File: src/verilog/gpib_regs.svh
// Purpose: Named constants for the bus address and remote/local block
// Assumes: Seven-bit message codes, DIO8 ignored when decoding
// Notes: Definitions only
`ifndef GPIB_REGS_SVH
`define GPIB_REGS_SVH

`define CMD_GO_LOCAL 7'h01
`define CMD_SEL_CLEAR 7'h04
`define CMD_PP_CONFIG 7'h05
`define CMD_TRIGGER 7'h08
`define CMD_TAKE_CTRL 7'h09
`define CMD_LOCKOUT 7'h11
`define CMD_DEV_CLEAR 7'h14
`define CMD_PP_UNCONFIG 7'h15
`define CMD_SPOLL_EN 7'h18
`define CMD_SPOLL_DIS 7'h19
`define CHAR_LOCAL 7'h4C
`define ADDR_NONE 5'h1F
`define CODE_HI 6
`define GRP_HI 6
`define GRP_LO 5
`define UCG_BIT 4
`define ADDR_HI 4
`define GRP_CMD 2'h0
`define GRP_LISTEN 2'h1
`define GRP_TALK 2'h2
`define GRP_SECOND 2'h3
`define DIO_W 8
`define ADDR_W 5
`define PANEL_W 8
`define SYNC_W 25
`define CAPTURE_WAIT 2'h2

`endif

File: src/verilog/gpib_pkg.sv
// Purpose: Types shared by the bus address and remote/local block
// Assumes: Nothing beyond the constants header
// Notes: Enumerations only
package gpib_pkg;
    typedef enum logic [2:0] {
        grp_addressed,
        grp_universal,
        grp_listen,
        grp_talk,
        grp_secondary
    } msg_group_t;

    typedef enum logic [1:0] {
        acc_idle,
        acc_ready,
        acc_hold,
        acc_done
    } acceptor_state_t;
endpackage

File: src/verilog/gpib_side_if.sv
// Purpose: Carries synchronised bus levels and received bytes between modules
// Assumes: All signals on sys_clk, true polarity
// Notes: Three parties: synchroniser, acceptor, decoder
`timescale 1ns/1ps
`default_nettype none
`include "gpib_regs.svh"
interface gpib_side_if;
    logic [`DIO_W-1:0] dio;
    logic atn;
    logic ren;
    logic dav;
    logic ifc;
    logic [`ADDR_W-1:0] sw_addr;
    logic [`PANEL_W-1:0] panel;
    logic active;
    logic rx_strobe;
    logic [`DIO_W-1:0] rx_byte;
    logic rx_atn;

    modport sync_mp (output dio, atn, ren, dav, ifc, sw_addr, panel);
    modport acc_mp (input dio, atn, dav, active, output rx_strobe, rx_byte, rx_atn);
    modport core_mp (input atn, ren, ifc, sw_addr, panel, rx_strobe, rx_byte, rx_atn, output active);
endinterface
`default_nettype wire

File: src/verilog/gpib_input_sync.sv
// Purpose: Two-stage synchroniser for every pin input, with polarity fix
// Assumes: Bus lines are low-true, switches and panel are high-true
// Notes: First stage is read only by the second stage
`timescale 1ns/1ps
`default_nettype none
`include "gpib_regs.svh"
module gpib_input_sync (
    input wire logic sys_clk,
    input wire logic rst_n,
    input wire logic clk_en,
    input wire logic [`DIO_W-1:0] dio_n,
    input wire logic atn_n,
    input wire logic ren_n,
    input wire logic dav_n,
    input wire logic ifc_n,
    input wire logic [`ADDR_W-1:0] addr_sw,
    input wire logic [`PANEL_W-1:0] panel_in,
    gpib_side_if.sync_mp side
);
    logic [`SYNC_W-1:0] meta;
    logic [`SYNC_W-1:0] stable;

    always_ff @(posedge sys_clk or negedge rst_n) begin
        if (!rst_n) begin
            meta <= '0;
            stable <= '0;
        end else if (clk_en) begin
            meta <= {~dio_n, ~atn_n, ~ren_n, ~dav_n, ~ifc_n, addr_sw, panel_in};
            stable <= meta;
        end
    end

    // Low level on a bus line means asserted
    assign {side.dio, side.atn, side.ren, side.dav, side.ifc, side.sw_addr, side.panel} = stable;
endmodule
`default_nettype wire

File: src/verilog/gpib_acceptor.sv
// Purpose: Listener side of the three-wire byte handshake
// Assumes: DIO settles before DAV on the bus, both pass equal synchronisers
// Notes: Open-drain lines: oe high pulls the line low (asserted)
`timescale 1ns/1ps
`default_nettype none
`include "gpib_regs.svh"
module gpib_acceptor
    import gpib_pkg::*;
(
    input wire logic sys_clk,
    input wire logic rst_n,
    input wire logic clk_en,
    gpib_side_if.acc_mp side,
    output logic nrfd_n_out,
    output logic nrfd_oe,
    output logic ndac_n_out,
    output logic ndac_oe
);
    acceptor_state_t state;

    always_ff @(posedge sys_clk or negedge rst_n) begin
        if (!rst_n) begin
            state <= acc_idle;
        end else if (clk_en) begin
            if (!side.active) begin
                state <= acc_idle;
            end else begin
                unique case (state)
                    acc_idle: state <= acc_ready;
                    acc_ready: if (side.dav) state <= acc_hold;
                    acc_hold: state <= acc_done;
                    acc_done: if (!side.dav) state <= acc_ready;
                endcase
            end
        end
    end

    always_ff @(posedge sys_clk or negedge rst_n) begin
        if (!rst_n) begin
            side.rx_strobe <= 1'b0;
            side.rx_byte <= '0;
            side.rx_atn <= 1'b0;
        end else if (clk_en) begin
            side.rx_strobe <= side.active && state == acc_ready && side.dav;
            if (side.active && state == acc_ready && side.dav) begin
                side.rx_byte <= side.dio;
                side.rx_atn <= side.atn;
            end
        end
    end

    // Not ready from byte taken until DAV drops; not accepted until the byte is taken
    assign nrfd_oe = state == acc_hold || state == acc_done;
    assign ndac_oe = state == acc_ready || state == acc_hold;
    assign nrfd_n_out = 1'b0;
    assign ndac_n_out = 1'b0;

    a_byte_taken: assert property (@(posedge sys_clk) disable iff (!rst_n)
        (clk_en && side.active && state == acc_ready && side.dav) |=> (nrfd_oe && ndac_oe && side.rx_strobe))
        else $error("byte not taken or handshake lines not held");
endmodule
`default_nettype wire

File: src/verilog/ieee488_address_remote_local.sv
// Purpose: Instrument-side bus message decoding, addressing and remote/local control
// Assumes: Listener only; talker output, SRQ and command parsing live elsewhere
// Notes: Address switches are read once after reset release
//
// Overview of operation
// - ATN bytes are interface messages, others device-dependent
// - Addressed commands act only when addressed
// - Universal commands act regardless of addressing
// - Listen/talk address decode, 31 means unlisten/untalk
// - Secondary group bytes are ignored
// - Address from five binary-weighted switches
// - Switch value captured at power-up only
// - Power-up enters local, indicator off
// - Local state discards device-dependent bytes
// - Go-to-local, power-up or 'L' return local
// - Remote lights indicator, blocks panel controls
// - Own listen address with REN enters remote
// - Bus lines are low-true
// - Listener holds NDAC until byte taken, NRFD from then until DAV drops
`timescale 1ns/1ps
`default_nettype none
`include "gpib_regs.svh"
module ieee488_address_remote_local
    import gpib_pkg::*;
(
    input wire logic sys_clk,
    input wire logic rst_n,
    input wire logic clk_en,
    input wire logic [`DIO_W-1:0] dio_n,
    input wire logic atn_n,
    input wire logic ren_n,
    input wire logic dav_n,
    input wire logic ifc_n,
    output logic nrfd_n_out,
    output logic nrfd_oe,
    output logic ndac_n_out,
    output logic ndac_oe,
    input wire logic [`ADDR_W-1:0] addr_sw,
    input wire logic [`PANEL_W-1:0] panel_in,
    output logic [`PANEL_W-1:0] panel_out,
    output logic remote_led,
    output logic [`ADDR_W-1:0] own_addr,
    output logic listen,
    output logic talk,
    output logic lockout,
    output logic spoll_enabled,
    output logic clear_pulse,
    output logic trigger_pulse,
    output logic take_ctrl_pulse,
    output logic pp_config_pulse,
    output logic pp_unconfig_pulse,
    output logic dd_valid,
    output logic [`DIO_W-1:0] dd_byte
);
    logic rst_meta;
    logic rst_sync_n;
    logic addr_ok;
    logic [1:0] capture_wait;
    logic remote;
    msg_group_t grp;
    logic [`CODE_HI:0] code;
    logic is_cmd;
    logic is_data;
    logic own_listen;
    logic own_talk;

    gpib_side_if side ();

    function automatic msg_group_t classify(input logic [`CODE_HI:0] c);
        if (c[`GRP_HI:`GRP_LO] == `GRP_CMD) begin
            classify = c[`UCG_BIT] ? grp_universal : grp_addressed;
        end else if (c[`GRP_HI:`GRP_LO] == `GRP_LISTEN) begin
            classify = grp_listen;
        end else if (c[`GRP_HI:`GRP_LO] == `GRP_TALK) begin
            classify = grp_talk;
        end else begin
            classify = grp_secondary;
        end
    endfunction

    // Reset release through two flip-flops
    always_ff @(posedge sys_clk or negedge rst_n) begin
        if (!rst_n) begin
            rst_meta <= 1'b0;
            rst_sync_n <= 1'b0;
        end else begin
            rst_meta <= 1'b1;
            rst_sync_n <= rst_meta;
        end
    end

    gpib_input_sync u_sync (
        .sys_clk(sys_clk),
        .rst_n(rst_sync_n),
        .clk_en(clk_en),
        .dio_n(dio_n),
        .atn_n(atn_n),
        .ren_n(ren_n),
        .dav_n(dav_n),
        .ifc_n(ifc_n),
        .addr_sw(addr_sw),
        .panel_in(panel_in),
        .side(side.sync_mp)
    );

    gpib_acceptor u_acc (
        .sys_clk(sys_clk),
        .rst_n(rst_sync_n),
        .clk_en(clk_en),
        .side(side.acc_mp),
        .nrfd_n_out(nrfd_n_out),
        .nrfd_oe(nrfd_oe),
        .ndac_n_out(ndac_n_out),
        .ndac_oe(ndac_oe)
    );

    // Every device handshakes command bytes; data bytes only when listening
    assign side.active = side.atn || listen;

    assign code = side.rx_byte[`CODE_HI:0];
    assign grp = classify(code);
    assign is_cmd = side.rx_strobe && side.rx_atn;
    assign is_data = side.rx_strobe && !side.rx_atn;
    assign own_listen = is_cmd && grp == grp_listen && code[`ADDR_HI:0] == own_addr && addr_ok;
    assign own_talk = is_cmd && grp == grp_talk && code[`ADDR_HI:0] == own_addr && addr_ok;

    // Switch weights 1..16 map straight onto the address bits once synchronised
    always_ff @(posedge sys_clk or negedge rst_sync_n) begin
        if (!rst_sync_n) begin
            capture_wait <= '0;
            addr_ok <= 1'b0;
            own_addr <= '0;
        end else if (clk_en && !addr_ok) begin
            if (capture_wait == `CAPTURE_WAIT) begin
                own_addr <= side.sw_addr;
                addr_ok <= 1'b1;
            end else begin
                capture_wait <= capture_wait + 2'h1;
            end
        end
    end

    // Listen and talk addressing; secondary bytes fall through untouched
    always_ff @(posedge sys_clk or negedge rst_sync_n) begin
        if (!rst_sync_n) begin
            listen <= 1'b0;
            talk <= 1'b0;
        end else if (clk_en) begin
            if (side.ifc) begin
                listen <= 1'b0;
                talk <= 1'b0;
            end else if (is_cmd && grp == grp_listen) begin
                if (own_listen) begin
                    listen <= 1'b1;
                end else if (code[`ADDR_HI:0] == `ADDR_NONE) begin
                    listen <= 1'b0;
                end
            end else if (is_cmd && grp == grp_talk) begin
                talk <= own_talk;
            end
        end
    end

    // Remote/local state
    always_ff @(posedge sys_clk or negedge rst_sync_n) begin
        if (!rst_sync_n) begin
            remote <= 1'b0;
        end else if (clk_en) begin
            if (own_listen && side.ren) begin
                remote <= 1'b1;
            end else if (is_cmd && grp == grp_addressed && code == `CMD_GO_LOCAL && listen) begin
                remote <= 1'b0;
            end else if (is_data && listen && code == `CHAR_LOCAL) begin
                remote <= 1'b0;
            end
        end
    end

    // Front panel gating and indicator
    always_ff @(posedge sys_clk or negedge rst_sync_n) begin
        if (!rst_sync_n) begin
            panel_out <= '0;
            remote_led <= 1'b0;
        end else if (clk_en) begin
            panel_out <= remote ? '0 : side.panel;
            remote_led <= remote;
        end
    end

    // Interface message actions
    always_ff @(posedge sys_clk or negedge rst_sync_n) begin
        if (!rst_sync_n) begin
            clear_pulse <= 1'b0;
            trigger_pulse <= 1'b0;
            take_ctrl_pulse <= 1'b0;
            pp_config_pulse <= 1'b0;
            pp_unconfig_pulse <= 1'b0;
        end else if (clk_en) begin
            clear_pulse <= is_cmd && ((code == `CMD_SEL_CLEAR && listen) || code == `CMD_DEV_CLEAR);
            trigger_pulse <= is_cmd && code == `CMD_TRIGGER && listen;
            take_ctrl_pulse <= is_cmd && code == `CMD_TAKE_CTRL && talk;
            pp_config_pulse <= is_cmd && code == `CMD_PP_CONFIG && listen;
            pp_unconfig_pulse <= is_cmd && code == `CMD_PP_UNCONFIG;
        end
    end

    // Lockout set by LLO, cleared when REN drops or on IFC; serial poll mode is set and cleared by universal commands
    always_ff @(posedge sys_clk or negedge rst_sync_n) begin
        if (!rst_sync_n) begin
            lockout <= 1'b0;
            spoll_enabled <= 1'b0;
        end else if (clk_en) begin
            if (!side.ren || side.ifc) begin
                lockout <= 1'b0;
            end else if (is_cmd && code == `CMD_LOCKOUT) begin
                lockout <= 1'b1;
            end
            if (side.ifc || (is_cmd && code == `CMD_SPOLL_DIS)) begin
                spoll_enabled <= 1'b0;
            end else if (is_cmd && code == `CMD_SPOLL_EN) begin
                spoll_enabled <= 1'b1;
            end
        end
    end

    // Device-dependent bytes go out only in remote; the local character is consumed
    always_ff @(posedge sys_clk or negedge rst_sync_n) begin
        if (!rst_sync_n) begin
            dd_valid <= 1'b0;
            dd_byte <= '0;
        end else if (clk_en) begin
            dd_valid <= is_data && listen && remote && code != `CHAR_LOCAL;
            if (is_data && listen && remote) begin
                dd_byte <= side.rx_byte;
            end
        end
    end

    a_remote_cause: assert property (@(posedge sys_clk) disable iff (!rst_sync_n)
        $rose(remote) |-> $past(own_listen && side.ren))
        else $error("remote entered without own listen address and REN");

    a_gtl_local: assert property (@(posedge sys_clk) disable iff (!rst_sync_n)
        (clk_en && is_cmd && code == `CMD_GO_LOCAL && listen) |=> !remote)
        else $error("go-to-local while listening did not return to local");

    a_char_local: assert property (@(posedge sys_clk) disable iff (!rst_sync_n)
        (clk_en && is_data && listen && code == `CHAR_LOCAL) |=> !remote ##1 !remote_led)
        else $error("local character did not return to local");

    a_local_discard: assert property (@(posedge sys_clk) disable iff (!rst_sync_n)
        (clk_en && is_data && !remote) |=> !dd_valid)
        else $error("device-dependent byte passed in local state");

    a_sdc_addressed: assert property (@(posedge sys_clk) disable iff (!rst_sync_n)
        (clk_en && is_cmd && code == `CMD_SEL_CLEAR) |=> (clear_pulse == $past(listen)))
        else $error("selected clear not gated by addressing");

    a_dcl_universal: assert property (@(posedge sys_clk) disable iff (!rst_sync_n)
        (clk_en && is_cmd && code == `CMD_DEV_CLEAR) |=> clear_pulse)
        else $error("device clear ignored");

    a_secondary_ignored: assert property (@(posedge sys_clk) disable iff (!rst_sync_n)
        (clk_en && is_cmd && grp == grp_secondary && !side.ifc) |=>
        ($stable(remote) && $stable(listen) && $stable(talk) && !clear_pulse && !trigger_pulse))
        else $error("secondary byte changed state");

    a_panel_blocked: assert property (@(posedge sys_clk) disable iff (!rst_sync_n)
        (clk_en && remote) |=> (panel_out == '0 && remote_led))
        else $error("panel not blocked in remote");

    a_addr_frozen: assert property (@(posedge sys_clk) disable iff (!rst_sync_n)
        addr_ok |=> $stable(own_addr) && addr_ok)
        else $error("address changed after capture");

    a_unlisten: assert property (@(posedge sys_clk) disable iff (!rst_sync_n)
        (clk_en && is_cmd && grp == grp_listen && code[`ADDR_HI:0] == `ADDR_NONE && !own_listen) |=> !listen)
        else $error("unlisten did not clear listen");

    a_listen_own: assert property (@(posedge sys_clk) disable iff (!rst_sync_n)
        (clk_en && own_listen && !side.ifc) |=> listen)
        else $error("own listen address did not set listen");

    a_talk_own: assert property (@(posedge sys_clk) disable iff (!rst_sync_n)
        (clk_en && is_cmd && grp == grp_talk && !side.ifc) |=> (talk == $past(own_talk)))
        else $error("talk address did not set or clear talk");

    a_trigger_gated: assert property (@(posedge sys_clk) disable iff (!rst_sync_n)
        (clk_en && is_cmd && code == `CMD_TRIGGER) |=> (trigger_pulse == $past(listen)))
        else $error("trigger not gated by addressing");

    a_ppu_universal: assert property (@(posedge sys_clk) disable iff (!rst_sync_n)
        (clk_en && is_cmd && code == `CMD_PP_UNCONFIG) |=> pp_unconfig_pulse)
        else $error("parallel poll unconfigure ignored");

    a_dd_forward: assert property (@(posedge sys_clk) disable iff (!rst_sync_n)
        (clk_en && is_data && listen && remote && code != `CHAR_LOCAL) |=> (dd_valid && dd_byte == $past(side.rx_byte)))
        else $error("device-dependent byte not forwarded in remote");

    c_enter_remote: cover property (@(posedge sys_clk) disable iff (!rst_sync_n) $rose(remote));
    c_dd_byte: cover property (@(posedge sys_clk) disable iff (!rst_sync_n) dd_valid);
    c_remote_local: cover property (@(posedge sys_clk) disable iff (!rst_sync_n) $fell(remote));
    c_trigger: cover property (@(posedge sys_clk) disable iff (!rst_sync_n) trigger_pulse);
endmodule
`default_nettype wire

File: config.mk
export PLATFORM = sky130hd
export DESIGN_NAME = ieee488_address_remote_local
export DESIGN_NICKNAME = d
export VERILOG_FILES = /design/src/verilog/gpib_pkg.sv /design/src/verilog/gpib_side_if.sv /design/src/verilog/gpib_input_sync.sv /design/src/verilog/gpib_acceptor.sv /design/src/verilog/ieee488_address_remote_local.sv
export VERILOG_INCLUDE_DIRS = /design/src /design/src/verilog
export SDC_FILE = /design/constraint.sdc
export NUM_CORES = 1
export LEC_CHECK = 0
export ABC_AREA = 0
export BUFFER_PORTS_ARGS = -buffer_cell sky130_fd_sc_hd__buf_2
export CORE_ASPECT_RATIO = 1.4
export CORE_MARGIN = 2
export CORE_UTILIZATION = 35
export CTS_BUF_LIST = sky130_fd_sc_hd__clkbuf_16
export DETAILED_ROUTE_END_ITERATION = 6
export GPL_ROUTABILITY_DRIVEN = 0
export SETUP_SLACK_MARGIN = 0.2
export SYNTH_ARGS = -nofsm -noshare
export SYNTH_HDL_FRONTEND = slang
export SYNTH_HIERARCHICAL = 1
export SYNTH_SLANG_ARGS = --single-unit
export TNS_END_PERCENT = 20
File: constraint.sdc
create_clock -name sys_clk -period 5.3 [get_ports sys_clk]
set_input_delay 1.06 -clock sys_clk [delete_from_list [all_inputs] [get_ports sys_clk]]
set_output_delay 1.06 -clock sys_clk [all_outputs]
set_load 0.01 [all_outputs]
Yosys cells after proc, flatten, opt, wreduce, memory -nomap -nowiden

Cells that the tools add are included.

Bits in registers: 100
Input bits: 28
Output and inout port bits: 36
Logic and storage cells: 139

$add $sub $neg: 1
Eq/ne operators: 25
Mux-type cells: 23
Bitwise logic cells: 6
Reduce and logical (&&, ||, !) cells: 59

Operators by type and width:

| kind                                                            | count |
|---|---|
| 7-bit by 5-bit == test with 1-bit output, second input constant | 5 |
| 1-bit logical AND                                               | 31 |
| 1-bit two-way mux                                               | 15 |
| 7-bit by 3-bit == test with 1-bit output, second input constant | 2 |
| 7-bit by 4-bit == test with 1-bit output, second input constant | 2 |
| 2-bit AND reduction                                             | 7 |
| 3-bit two-way mux                                               | 3 |
| 3-bit AND reduction                                             | 3 |
| 2-bit == test, second input constant                            | 4 |
| 8-bit two-way mux                                               | 1 |
| 8-bit NOT                                                       | 1 |
| 2-bit case mux with 4 select lines                              | 1 |
| 2-bit nonzero test                                              | 4 |
| 7-bit by 1-bit == test with 1-bit output, second input constant | 1 |
| 7-bit == test, second input constant                            | 1 |
| 7-bit inequality test, second input constant                    | 1 |
| 3-bit by 2-bit == test with 1-bit output, second input constant | 2 |
| 1-bit logical OR                                                | 6 |
| 2-bit two-way mux                                               | 3 |
| 3-bit inequality test, second input constant                    | 2 |
| 3-bit nonzero test                                              | 2 |
| 5-bit == test                                                   | 1 |
| 5-bit == test, second input constant                            | 1 |
| 1-bit NOT                                                       | 5 |
| 6 further kinds                                                 | 10 |

Longest topological paths before layout

Gate-level depths: netlist of the first run.

Word-level depth: 11
Mapped depth: 6
Depth with buffers taken out: 6

Modules after synthesis

Netlist of the first run, hierarchy kept.

Modules (own cells, without submodules):

| module                       | instances | cells an instance | area each (um^2) | sequential area each (um^2) |
|---|---|---|---|---|
| gpib_input_sync              | 1         | 118               | 2,080.7          | 1,251.2 |
| ieee488_address_remote_local | 1         | 147               | 1,795.5          | 950.9 |
| gpib_acceptor                | 1         | 42                | 554.3            | 300.3 |

Worst setup path before layout of the first run

Ideal clock, no wire load.

Path kind: input port to flip-flop
Start: in clk_en
End: reg dd_byte[0]
Library setup time: 0.125 ns
Arrival time: 1.951 ns
Data required time: 5.175 ns
Path slack: 3.224 ns
Cell stages on the path: 5
Buffers on the path: 2
Cell sequence: buf_4 > nand4b_2 > or2_4 > buf_6 > mux2_4

Word-level cells in the longest chain between the ends: 1

RTL lines:

| what                          | RTL line                            | text |
|---|---|---|
| start, declared               | ieee488_address_remote_local.sv:28  | `input wire logic clk_en,` |
| 2-bit AND reduction (no line) | -                                   |  |
| end signal, assigned          | ieee488_address_remote_local.sv:234 | `dd_byte <= side.rx_byte;` |
| end, declared                 | ieee488_address_remote_local.sv:53  | `` output logic [`DIO_W-1:0] dd_byte `` |

Every way passes these cells.
A chain may end at the register's enable or synchronous reset.

Final worst setup path of the first run

Start: reg u_acc.state[0]
End: out nrfd_oe

Word-level cells in the longest chain between the ends: 2
Elaborated cells between the ends (all ways): 3
Classes of those cells: eq/ne (2); reduce/logical (1)

RTL lines:

| what                   | RTL line                           | text |
|---|---|---|
| start, declared        | gpib_acceptor.sv:19                | `acceptor_state_t state;` |
| start signal, assigned | gpib_acceptor.sv:23                | `state <= acc_idle;` |
| start signal, assigned | gpib_acceptor.sv:26                | `state <= acc_idle;` |
| start signal, assigned | gpib_acceptor.sv:29                | `acc_idle: state <= acc_ready;` |
| 2-bit == test          | gpib_acceptor.sv:53                | `assign nrfd_oe = state == acc_hold \|\| state == acc_done;` |
| 1-bit logical OR *     | gpib_acceptor.sv:53                |  |
| end, declared          | ieee488_address_remote_local.sv:35 | `output logic nrfd_oe,` |

Every way passes the cells marked *; elsewhere a longest branch is shown, timed or not.

==> results of run 1 <==
==> per-layer routing <==
metal | vias up | GRT usage [%] | part of all wire, %
met2 | 46 | 20.1 | 49
met4 | 0 | 6.62 | 2.3
met5 | - | 0 | 0
met1 | 1248 | 16.2 | 45
met3 | 11 | 3.22 | 4.2
li1 | 1204 | - | -
==> state kept, by name (all words and copies together) (netlist names), 2 cells and up <==
register            flops
capture_wait            2
dd_byte                 8
own_addr                5
panel_out               8
u_acc/side.rx_byte      8
u_acc/state             2
u_sync/meta            25
u_sync/stable          25
==> final cells by class <==
cell class	count	area, µm²	area share [%]
Sequential cell	100	2510	49.0
Inverter	21	78.8	1.54
Timing Repair Buffer	63	323	6.31
Tap cell	150	188	3.67
Clock inverter	7	91.3	1.79
Clock buffer	9	225	4.40
Multi-Input combinational cell	174	1700	33.3
==> kinds of logic (layout without fill, tap and decap cells) <==
kind of cell	after synthesis	count (layout)	share of synthesized area, %
fa+ha+maj	7	7	1.98
compound gates	35	35	5.68
flops	100	100	56.5
mux	73	73	21.9
simple gates	50	50	7.51
xor+xnor	6	6	1.19
buf+inv	34	100	5.14
other cells	2	3	0.170
==> worst register-to-register path, delay by kind of cell (launching register included) <==
family                     cells  cell delay [ns]
and+or+nand+nor                1             0.27
DFF                            1             0.43
adders and majority gates      1             0.30
buffers and inverters          1             0.10
AOI/OAI and AO/OA              3             0.42
==> where the power goes <==
group | switching (mW) | internal (mW)
registers | 0.155 | 0.891
logic | 0.191 | 0.239
clock network | 0.276 | 0.411
total | 0.622 | 1.54
==> worst min-delay path by stage <==
stage | slack [ns] | cells after the start | end
after global routing | 0.24 | 0 | u_sync/meta[8]$_DFFE_PN0P_
after global placement | 0.20 | 0 | u_sync/meta[0]$_DFFE_PN0P_
after CTS | 0.22 | 0 | u_sync/meta[8]$_DFFE_PN0P_
final | 0.21 | 0 | u_sync/meta[8]$_DFFE_PN0P_
after detailed placement | 0.22 | 0 | u_sync/meta[0]$_DFFE_PN0P_
after floorplan | 0.33 | 0 | rst_sync_n$_DFF_PN0_
==> placed cells by master (no fill, tap or decap), types with 7 or more instances in the layout <==
master,synthesis,routed
dfrtp_1,100,99
inv_1,21,21
mux2_2,18,18
nand2_1,9,9
ha_1,7,7
o21ai_0,9,9
clkbuf_16,0,9
buf_2,1,60
mux2i_1,12,12
nor2b_1,9,9
mux2_4,43,43
==> per-stage QoR <==
step | worst slack, ns | cells | hold slack, ns
floorplan | 2.31 | 308 | 0.331
global placement | 2.67 | 508 | 0.204
detailed placement | 2.64 | 508 | 0.217
CTS | 2.83 | 524 | 0.220
global route | 2.78 | 524 | 0.238
finish | 2.85 | 524 | 0.209
==> flow_metrics.tcl, run 1 <==
set metrics [dict create \
    cp_top_family "flip-flops" \
    area_delta_synth_final_pct 15.5 \
    hpwl_mm 5.59 \
    cts_buffers 9 \
    cts_max_path_buffers 2 \
    clk_latency_ns 0.34 \
    hold_viol 0 \
    overflow 0 \
    grt_max_degree 79 \
    ys_top_cells_by_count "dfrtp_1 (100), mux2_4 (43), inv_1 (21)" \
    die_w_um 99.1 \
    placed_cell_area_um2 4800 \
    cp-startpoint "u_acc/state[0]$_DFFE_PN0P_" \
    max_freq_ghz 0.408 \
    drt_iter0_markers 136 \
    fp.dieArea_um2 13600 \
    status "completed" \
    cpPeakStageDelay_ns 0.40 \
    final_area_um2 5120 \
    grt_first_pass_wirelength_mm 13.4 \
    grt_pass1_vias 2650 \
    crit_end "nrfd_oe" \
    drive_gt1_share_pct 41.4 \
    diodes 0 \
    synth_area_leaders "dfrtp_1 (56%), mux2_4 (15%), mux2_2 (4.6%), mux2i_1 (2.7%), ha_1 (2.0%)" \
    hold_class "reg2async" \
    slew_viol_final 0 \
    coreArea_um2 12400 \
    p_leak_nw 2.55 \
    worstPathArrival_ns 1.39 \
    routedWlPerCell_um 15.4 \
    required_ns 4.24 \
    nNetsFinal 404 \
    relSlewSlack_pct 36.7 \
    clk_pin_slew_worst_paths_ns 0.07 \
    fin_crit_sh_pct 46.2 \
    crit_type "reg2out" \
    reg2reg_depth 6 \
    path_max_fanout 3 \
    synth_top_flop_cell "dfrtp_1" \
    cap_violations 0 \
    p_total_mw 2.16 \
    postSynthAreaPerCell_um2 14.4 \
    cts_hold_buf 0 \
    route.detailed.drc 0 \
    root_buffer "clkbuf_16" \
    rows 48 \
    firstDrtPassIters 4 \
    start_util_pct 35.8 \
    cp-start-kind "flop" \
    crit_cells 3 \
    synth_most_common_cell "dfrtp_1" \
    ctsResizeCount 0 \
    fin_util_pct 41.4 \
    cp_num_buf_inv 1 \
    slowest_stage "dfrtp_1" \
    p_per_area_nw_per_um2 423 \
    portBuffers 61 \
    synth_seq_area_share_pct 56.5 \
    final_antenna_net_count 0 \
    setup_tns_ns 0 \
    synth_edf_count 0 \
    rrSetupSlack_ns 3.65 \
    fillCellCount 1160 \
    period_minus_slack_ns 2.45 \
    end_kind "primary output" \
    mappedNetlistArea_um2 4430 \
    r2r-end "listen$_DFFE_PN0P_" \
    wirelength_mm 8.05 \
    antenna_found_initial 0 \
    synthCells 307 \
    vias_per_cell 4.79 \
    ys_warn_count 6 \
    ir_worst_vdd_v 0.000166 \
    setup_violations 0 \
    numClockSinks 100 \
    synth_cell_type_count 51 \
    skew_ns 0.00379 \
    post_cts_buffers 0 \
    synthArstFlopShare_pct 100 \
    die_height_um 137 \
    tightest_slew_ns 0.950 \
    grt_use_total_pct 12.7 \
    yosysTopAreaCell "dfrtp_1" \
    dr_total_vias 2509 \
    cts-htree-levels 3 \
    io_pins 64 \
    reg2reg_from "u_acc/side.rx_byte[5]$_DFFE_PN0P_" \
    grt_setup_unrepaired "false" \
    synth_top_area_share_pct 56.5 \
    path_cells "ha_1 > or2_2 > buf_2" \
    cts_tree "yes" \
    ys_ff_latch 100 \
]
(Power assumes the default switching activity.)
==> run 2, diff against run 1 <==
--- a/config.mk
+++ b/config.mk
@@ -6,7 +6,7 @@
 export SDC_FILE = /design/constraint.sdc
 export NUM_CORES = 1
 export LEC_CHECK = 0
-export ABC_AREA = 0
+export ABC_AREA = 1
 export BUFFER_PORTS_ARGS = -buffer_cell sky130_fd_sc_hd__buf_2
 export CORE_ASPECT_RATIO = 1.4
 export CORE_MARGIN = 2
==> constraint.sdc (replaced) <==
create_clock -name sys_clk -period 2.4 [get_ports sys_clk]
set_input_delay 0.48 -clock sys_clk [delete_from_list [all_inputs] [get_ports sys_clk]]
set_output_delay 0.48 -clock sys_clk [all_outputs]
set_load 0.01 [all_outputs]
==> run 2 against run 1 <==
  * Final cell count is 37% higher
  * Via count is 31% higher
  * Sequential power is 94% higher
  * Synthesized cell count is 64% higher
  * Setup slack worse by 2.3 ns
  * Clock-buffer cell count stayed put
  * Largest power group unchanged
  * Non-clock buffer count is 2 higher
  * Power is 92% higher
==> flow_metrics.tcl, run 2 <==
set metrics [dict create \
    nNetsFinal 596 \
    postSynthAreaPerCell_um2 8.96 \
    synthArstFlopShare_pct 100 \
    overflow 0 \
    grt_pass1_vias 3292 \
    layout_common_cells "nand2_1 (206), dfrtp_1 (99), buf_2 (61)" \
    p_per_area_nw_per_um2 802 \
    skew_ns 0.0101 \
    cp-start-kind "flop" \
    ir_worst_vdd_v 0.000340 \
    cap_violations 0 \
    yosysTopAreaCell "dfrtp_1" \
    status "completed" \
    grt_use_total_pct 14.1 \
    firstDrtPassIters 4 \
    antenna_found_initial 0 \
    p_leak_nw 2.83 \
    ctsResizeCount 0 \
    io_pins 64 \
    cts_buffers 9 \
    final_antenna_net_count 0 \
    synth_area_leaders "dfrtp_1 (56%), nand2_1 (17%), inv_1 (3.3%), nand2_2 (3.2%), nor2_1 (2.2%)" \
    fp.dieArea_um2 13800 \
    cts_tree "yes" \
    fillCellCount 1294 \
    synth_top_flop_cell "dfrtp_1" \
    synth_cell_type_count 36 \
    portBuffers 61 \
    synth_edf_count 0 \
    required_ns 1.92 \
    rows 49 \
    area_delta_synth_final_pct 15.4 \
    worstPathArrival_ns 1.40 \
    synth_most_common_cell "nand2_1" \
    routedWlPerCell_um 12.6 \
    slew_viol_final 0 \
    synth_top_area_share_pct 55.7 \
    fin_util_pct 40.9 \
    path_max_fanout 4 \
    period_minus_slack_ns 1.88 \
    wirelength_mm 9.03 \
    setup_tns_ns 0 \
    coreArea_um2 12700 \
    ys_top_cells_by_count "nand2_1 (206), dfrtp_1 (100), inv_1 (40)" \
    max_freq_ghz 0.531 \
    diodes 0 \
    synth_seq_area_share_pct 55.7 \
    die_w_um 99.8 \
    start_util_pct 35.4 \
    layout_commonest_cell "nand2_1" \
    route.detailed.drc 0 \
    placedCellCount 702 \
    fin_crit_sh_pct 78.4 \
    use_met1_pct 18.0 \
    grt_max_degree 67 \
    preCtsSetupSlack_ns 0.722 \
    vias_per_cell 4.56 \
    grt_setup_unrepaired "false" \
    ys_ff_latch 100 \
    hpwl_mm 6.37 \
    cp-startpoint "u_acc/state[0]$_DFFE_PN0P_" \
    die_height_um 138 \
    drt_iter0_markers 200 \
    grt_use_met3_pct 2.33 \
    busiest_layer "met2" \
    cts-htree-levels 3 \
    use_met2_pct 22.9 \
    cts_max_path_buffers 2 \
    numClockSinks 100 \
    reg_top3 "u_sync/meta (25), u_sync/stable (25)" \
    reg2reg_from "u_acc/side.rx_byte[6]$_DFFE_PN0P_" \
    clk_latency_ns 0.35 \
    hold_viol 0 \
    mappedNetlistArea_um2 4500 \
    setup_violations 0 \
    crit_type "reg2out" \
    drive_gt1_share_pct 22.6 \
    grt_first_pass_wirelength_mm 15.7 \
    ys_warn_count 6 \
    dr_total_vias 3280 \
    clk_pin_slew_worst_paths_ns 0.08 \
    synthCells 502 \
    end_kind "primary output" \
    hold_class "reg2async" \
    p_total_mw 4.16 \
    root_buffer "clkbuf_16" \
    layout.cells.non_filler 719 \
    fin_ws_ns 0.518 \
]
-- run 2: cell count changes after synthesis, sizes merged, moves of 5 or more --
cell / change
a21oi: +8
inv: +25
nand2: +220
o2bb2ai: -5
nor2b: -9
buf: +6
a22o: +6
mux2i: -12
nand3: +13
mux2: -60
nor2: +26
a31o: -5
-- run 2: layer usage --
layer | vias up | part of all wire [%]
met3 | 18 | 4.1
met5 | - | 0
met2 | 75 | 48
li1 | 1655 | -
met1 | 1532 | 44
met4 | 0 | 3.1
-- run 2: what timing repair did --
action | in CTS | in global routing
hold endpoints to repair | 2 | 0
buffers inserted | 0 | 0
setup endpoints to repair | 0 | 0
hold buffers | 1 | 0
-- run 2: cell type report --
cell class | count | area [µm²] | area share [%]
repair buffers | 65 | 350 | 6.76
flip-flops and latches | 100 | 2510 | 48.3
clock inverters | 7 | 92.6 | 1.79
clock buffers | 9 | 225 | 4.34
inverters | 46 | 183 | 3.52
well taps | 153 | 191 | 3.69
multi-input cells | 339 | 1640 | 31.6
-- run 2: worst paths after layout --
check / endpoint / slack (ns) / cells past startpoint
setup / recovery: nrfd_oe / 0.52 / 3
hold / removal: u_sync/meta[8]$_DFFE_PN0P_ / 0.29 / 0
setup reg to reg: listen$_DFFE_PN0P_ / 0.71 / 9
hold reg to reg: u_sync/meta[8]$_DFFE_PN0P_ / 0.29 / 0
max in group asynchronous: addr_ok$_DFFE_PN0P_ / 1.41 / 1
min in group sys_clk: u_sync/meta[9]$_DFFE_PN0P_ / 0.32 / 3
-- run 2: worst max-delay path, stage by stage (launching register included) --
cell,delay (ns)
dfrtp_1,0.41
ha_1,0.22
or2_2,0.28
buf_2,0.14
-- run 2: where the power goes --
group	internal, mW	switching [mW]
clock	0.836	0.678
combinational	0.218	0.387
sequential	1.85	0.194
-- run 2: per-stage QoR --
stage | hold WS, ns | area, µm²
6_report | 0.285 | 5190
5_1_grt | 0.326 | 5190
4_1_cts | 0.312 | 5190
3_5_place_dp | 0.270 | 4860
3_3_place_gp | 0.266 | 4860
2_1_floorplan | 0.184 | 4500
-- run 2: cells by family after synthesis --
family / share of synthesized area [%]
compound gates: 5.51
other cells: 0.167
xor+xnor: 0.585
mux: 0.334
simple gates: 27.8
fa+ha+maj: 1.95
buf+inv: 7.99
flops: 55.7
==> run 3, diff against run 2 <==
==> constraint.sdc (replaced) <==
create_clock -name sys_clk -period 1.7 [get_ports sys_clk]
set_input_delay 0.34 -clock sys_clk [delete_from_list [all_inputs] [get_ports sys_clk]]
set_output_delay 0.34 -clock sys_clk [all_outputs]
set_load 0.01 [all_outputs]
==> run 3 against run 2 <==
  * Final cell count up 0.83%
  * Clock skew is 0.0054 ns lower
  * Highest routed layer unchanged
  * First-iteration DRC count is 2.5% higher
  * Largest power group unchanged
  * Cell area up 0.84%
  * Critical path type unchanged
  * Largest cell class unchanged
  * Sequential share of layout area decreased by 0.40 points
  * Utilization increased by 0.35 points
  * Worst hold slack got worse by 0.13 ns
  * Global-route usage decreased by 0.38 points
==> flow_metrics.tcl, run 3 (synthesis gave the netlist of run 2 again) <==
set metrics [dict create \
    wirelength_mm 9.05 \
    cts_buffers 9 \
    grt_use_total_pct 13.7 \
    numClockSinks 100 \
    required_ns 1.36 \
    grt_max_degree 90 \
    layout_commonest_cell "nand2_1" \
    hpwl_mm 6.37 \
    p_per_area_nw_per_um2 1100 \
    start_util_pct 35.4 \
    io_pins 64 \
    diodes 0 \
    skew_ns 0.00465 \
    final_antenna_net_count 0 \
    nNetsFinal 602 \
    layout.cells.non_filler 725 \
    hold_viol 0 \
    slew_viol_final 0 \
    reg_top3 "u_sync/meta (25), u_sync/stable (25)" \
    root_buffer "clkbuf_16" \
    layout_common_cells "nand2_1 (206), dfrtp_1 (99), buf_2 (60)" \
    cp-start-kind "flop" \
    portBuffers 61 \
    setup_violations 0 \
    fin_crit_sh_pct 96.5 \
    firstDrtPassIters 4 \
    status "completed" \
    end_kind "primary output" \
    ir_worst_vdd_v 0.000649 \
    dr_total_vias 3326 \
    rrSetupSlack_ns 0.14 \
    grt_setup_unrepaired "true" \
    clk_pin_slew_worst_paths_ns 0.06 \
    die_w_um 99.8 \
    crit_type "reg2out" \
    max_freq_ghz 0.609 \
    drive_gt1_share_pct 23.8 \
    cap_violations 0 \
    reg2reg_depth 10 \
    setup_tns_ns 0 \
    grt_pass1_vias 3195 \
    route.detailed.drc 0 \
    cts_tree "yes" \
    fp.dieArea_um2 13800 \
    vias_per_cell 4.59 \
    cts-htree-levels 3 \
    p_leak_nw 2.85 \
    drt_iter0_markers 205 \
    overflow 0 \
    routedWlPerCell_um 12.5 \
    clk_latency_ns 0.34 \
    antenna_found_initial 0 \
    placedCellCount 705 \
    grt_first_pass_wirelength_mm 15.1 \
    cts_max_path_buffers 2 \
    path_max_fanout 3 \
    hold_class "reg2async" \
    rows 49 \
    coreArea_um2 12700 \
    period_minus_slack_ns 1.64 \
    worstPathArrival_ns 1.30 \
    hold_ws_ns 0.156 \
    die_height_um 138 \
    area_delta_synth_final_pct 16.3 \
]
## run 3: changes by cell type in the layout (fill, tap and decap cells not counted), sizes merged
cell      delta
buf          +6
clkinvlp     +1
inv          -1
## run 3: what timing repair did
action / 4_1_cts / 5_1_grt
resized for setup: 4 / 2
buffers inserted: 3 / 0
gates cloned: 0 / 0
endpoints found under the hold margin: 2 / 0
hold buffers: 1 / 0
endpoints found under the setup margin: 5 / 6
pin swaps: 2 / 0
## run 3: layout make-up
type	count	area, µm²
inverter	46	183
sequential	100	2510
fill	1281	7460
tap	153	191
clock inverter	7	60.1
multi-input combinational	339	1650
timing repair buffer	71	414
clock buffer	9	225
## run 3: critical path, stage by stage (launching register included)
cell     delay, ns
dfrtp_1       0.38
inv_1         0.06
ha_2          0.17
or2_4         0.24
buf_6         0.12
## run 3: metrics by stage
step | instance area (µm²) | power (mW) | utilization (%) | setup WS, ns
floorplan | 4500 | 3.50 | - | 0.196
global placement | 4890 | 3.78 | 38.6 | 0.137
detailed placement | 4890 | 3.80 | 38.6 | 0.0954
CTS | 5230 | 5.82 | 41.2 | 0.0486
global route | 5230 | 6.07 | 41.2 | 0.0241
finish | 5230 | 5.75 | 41.2 | 0.0591
## run 3: final timing paths
check | start | to
max in group asynchronous | rst_sync_n$_DFF_PN0_ | dd_byte[5]$_DFFE_PN0P_
max | u_acc/state[0]$_DFFE_PN0P_ | nrfd_oe
max reg2reg | u_acc/side.rx_byte[6]$_DFFE_PN0P_ | remote$_DFFE_PN0P_
min | rst_sync_n$_DFF_PN0_ | u_sync/meta[11]$_DFFE_PN0P_
min reg2reg | rst_sync_n$_DFF_PN0_ | u_sync/meta[11]$_DFFE_PN0P_
min in group sys_clk | panel_in[7] | u_sync/meta[7]$_DFFE_PN0P_
## run 3: where the power goes
part           internal, mW  switching [mW]
registers              2.61           0.260
clock network          1.12           0.831
logic                 0.359           0.570
## run 3: metal layers
metal	part of all wire [%]	vias up	wire length [µm]	track usage (%)
li1	-	1673	-	-
met1	43	1564	3930	17.1
met2	50	70	4530	22.5
met3	3.9	19	355	3.24
met4	2.6	0	232	6.27
met5	0	-	0	0
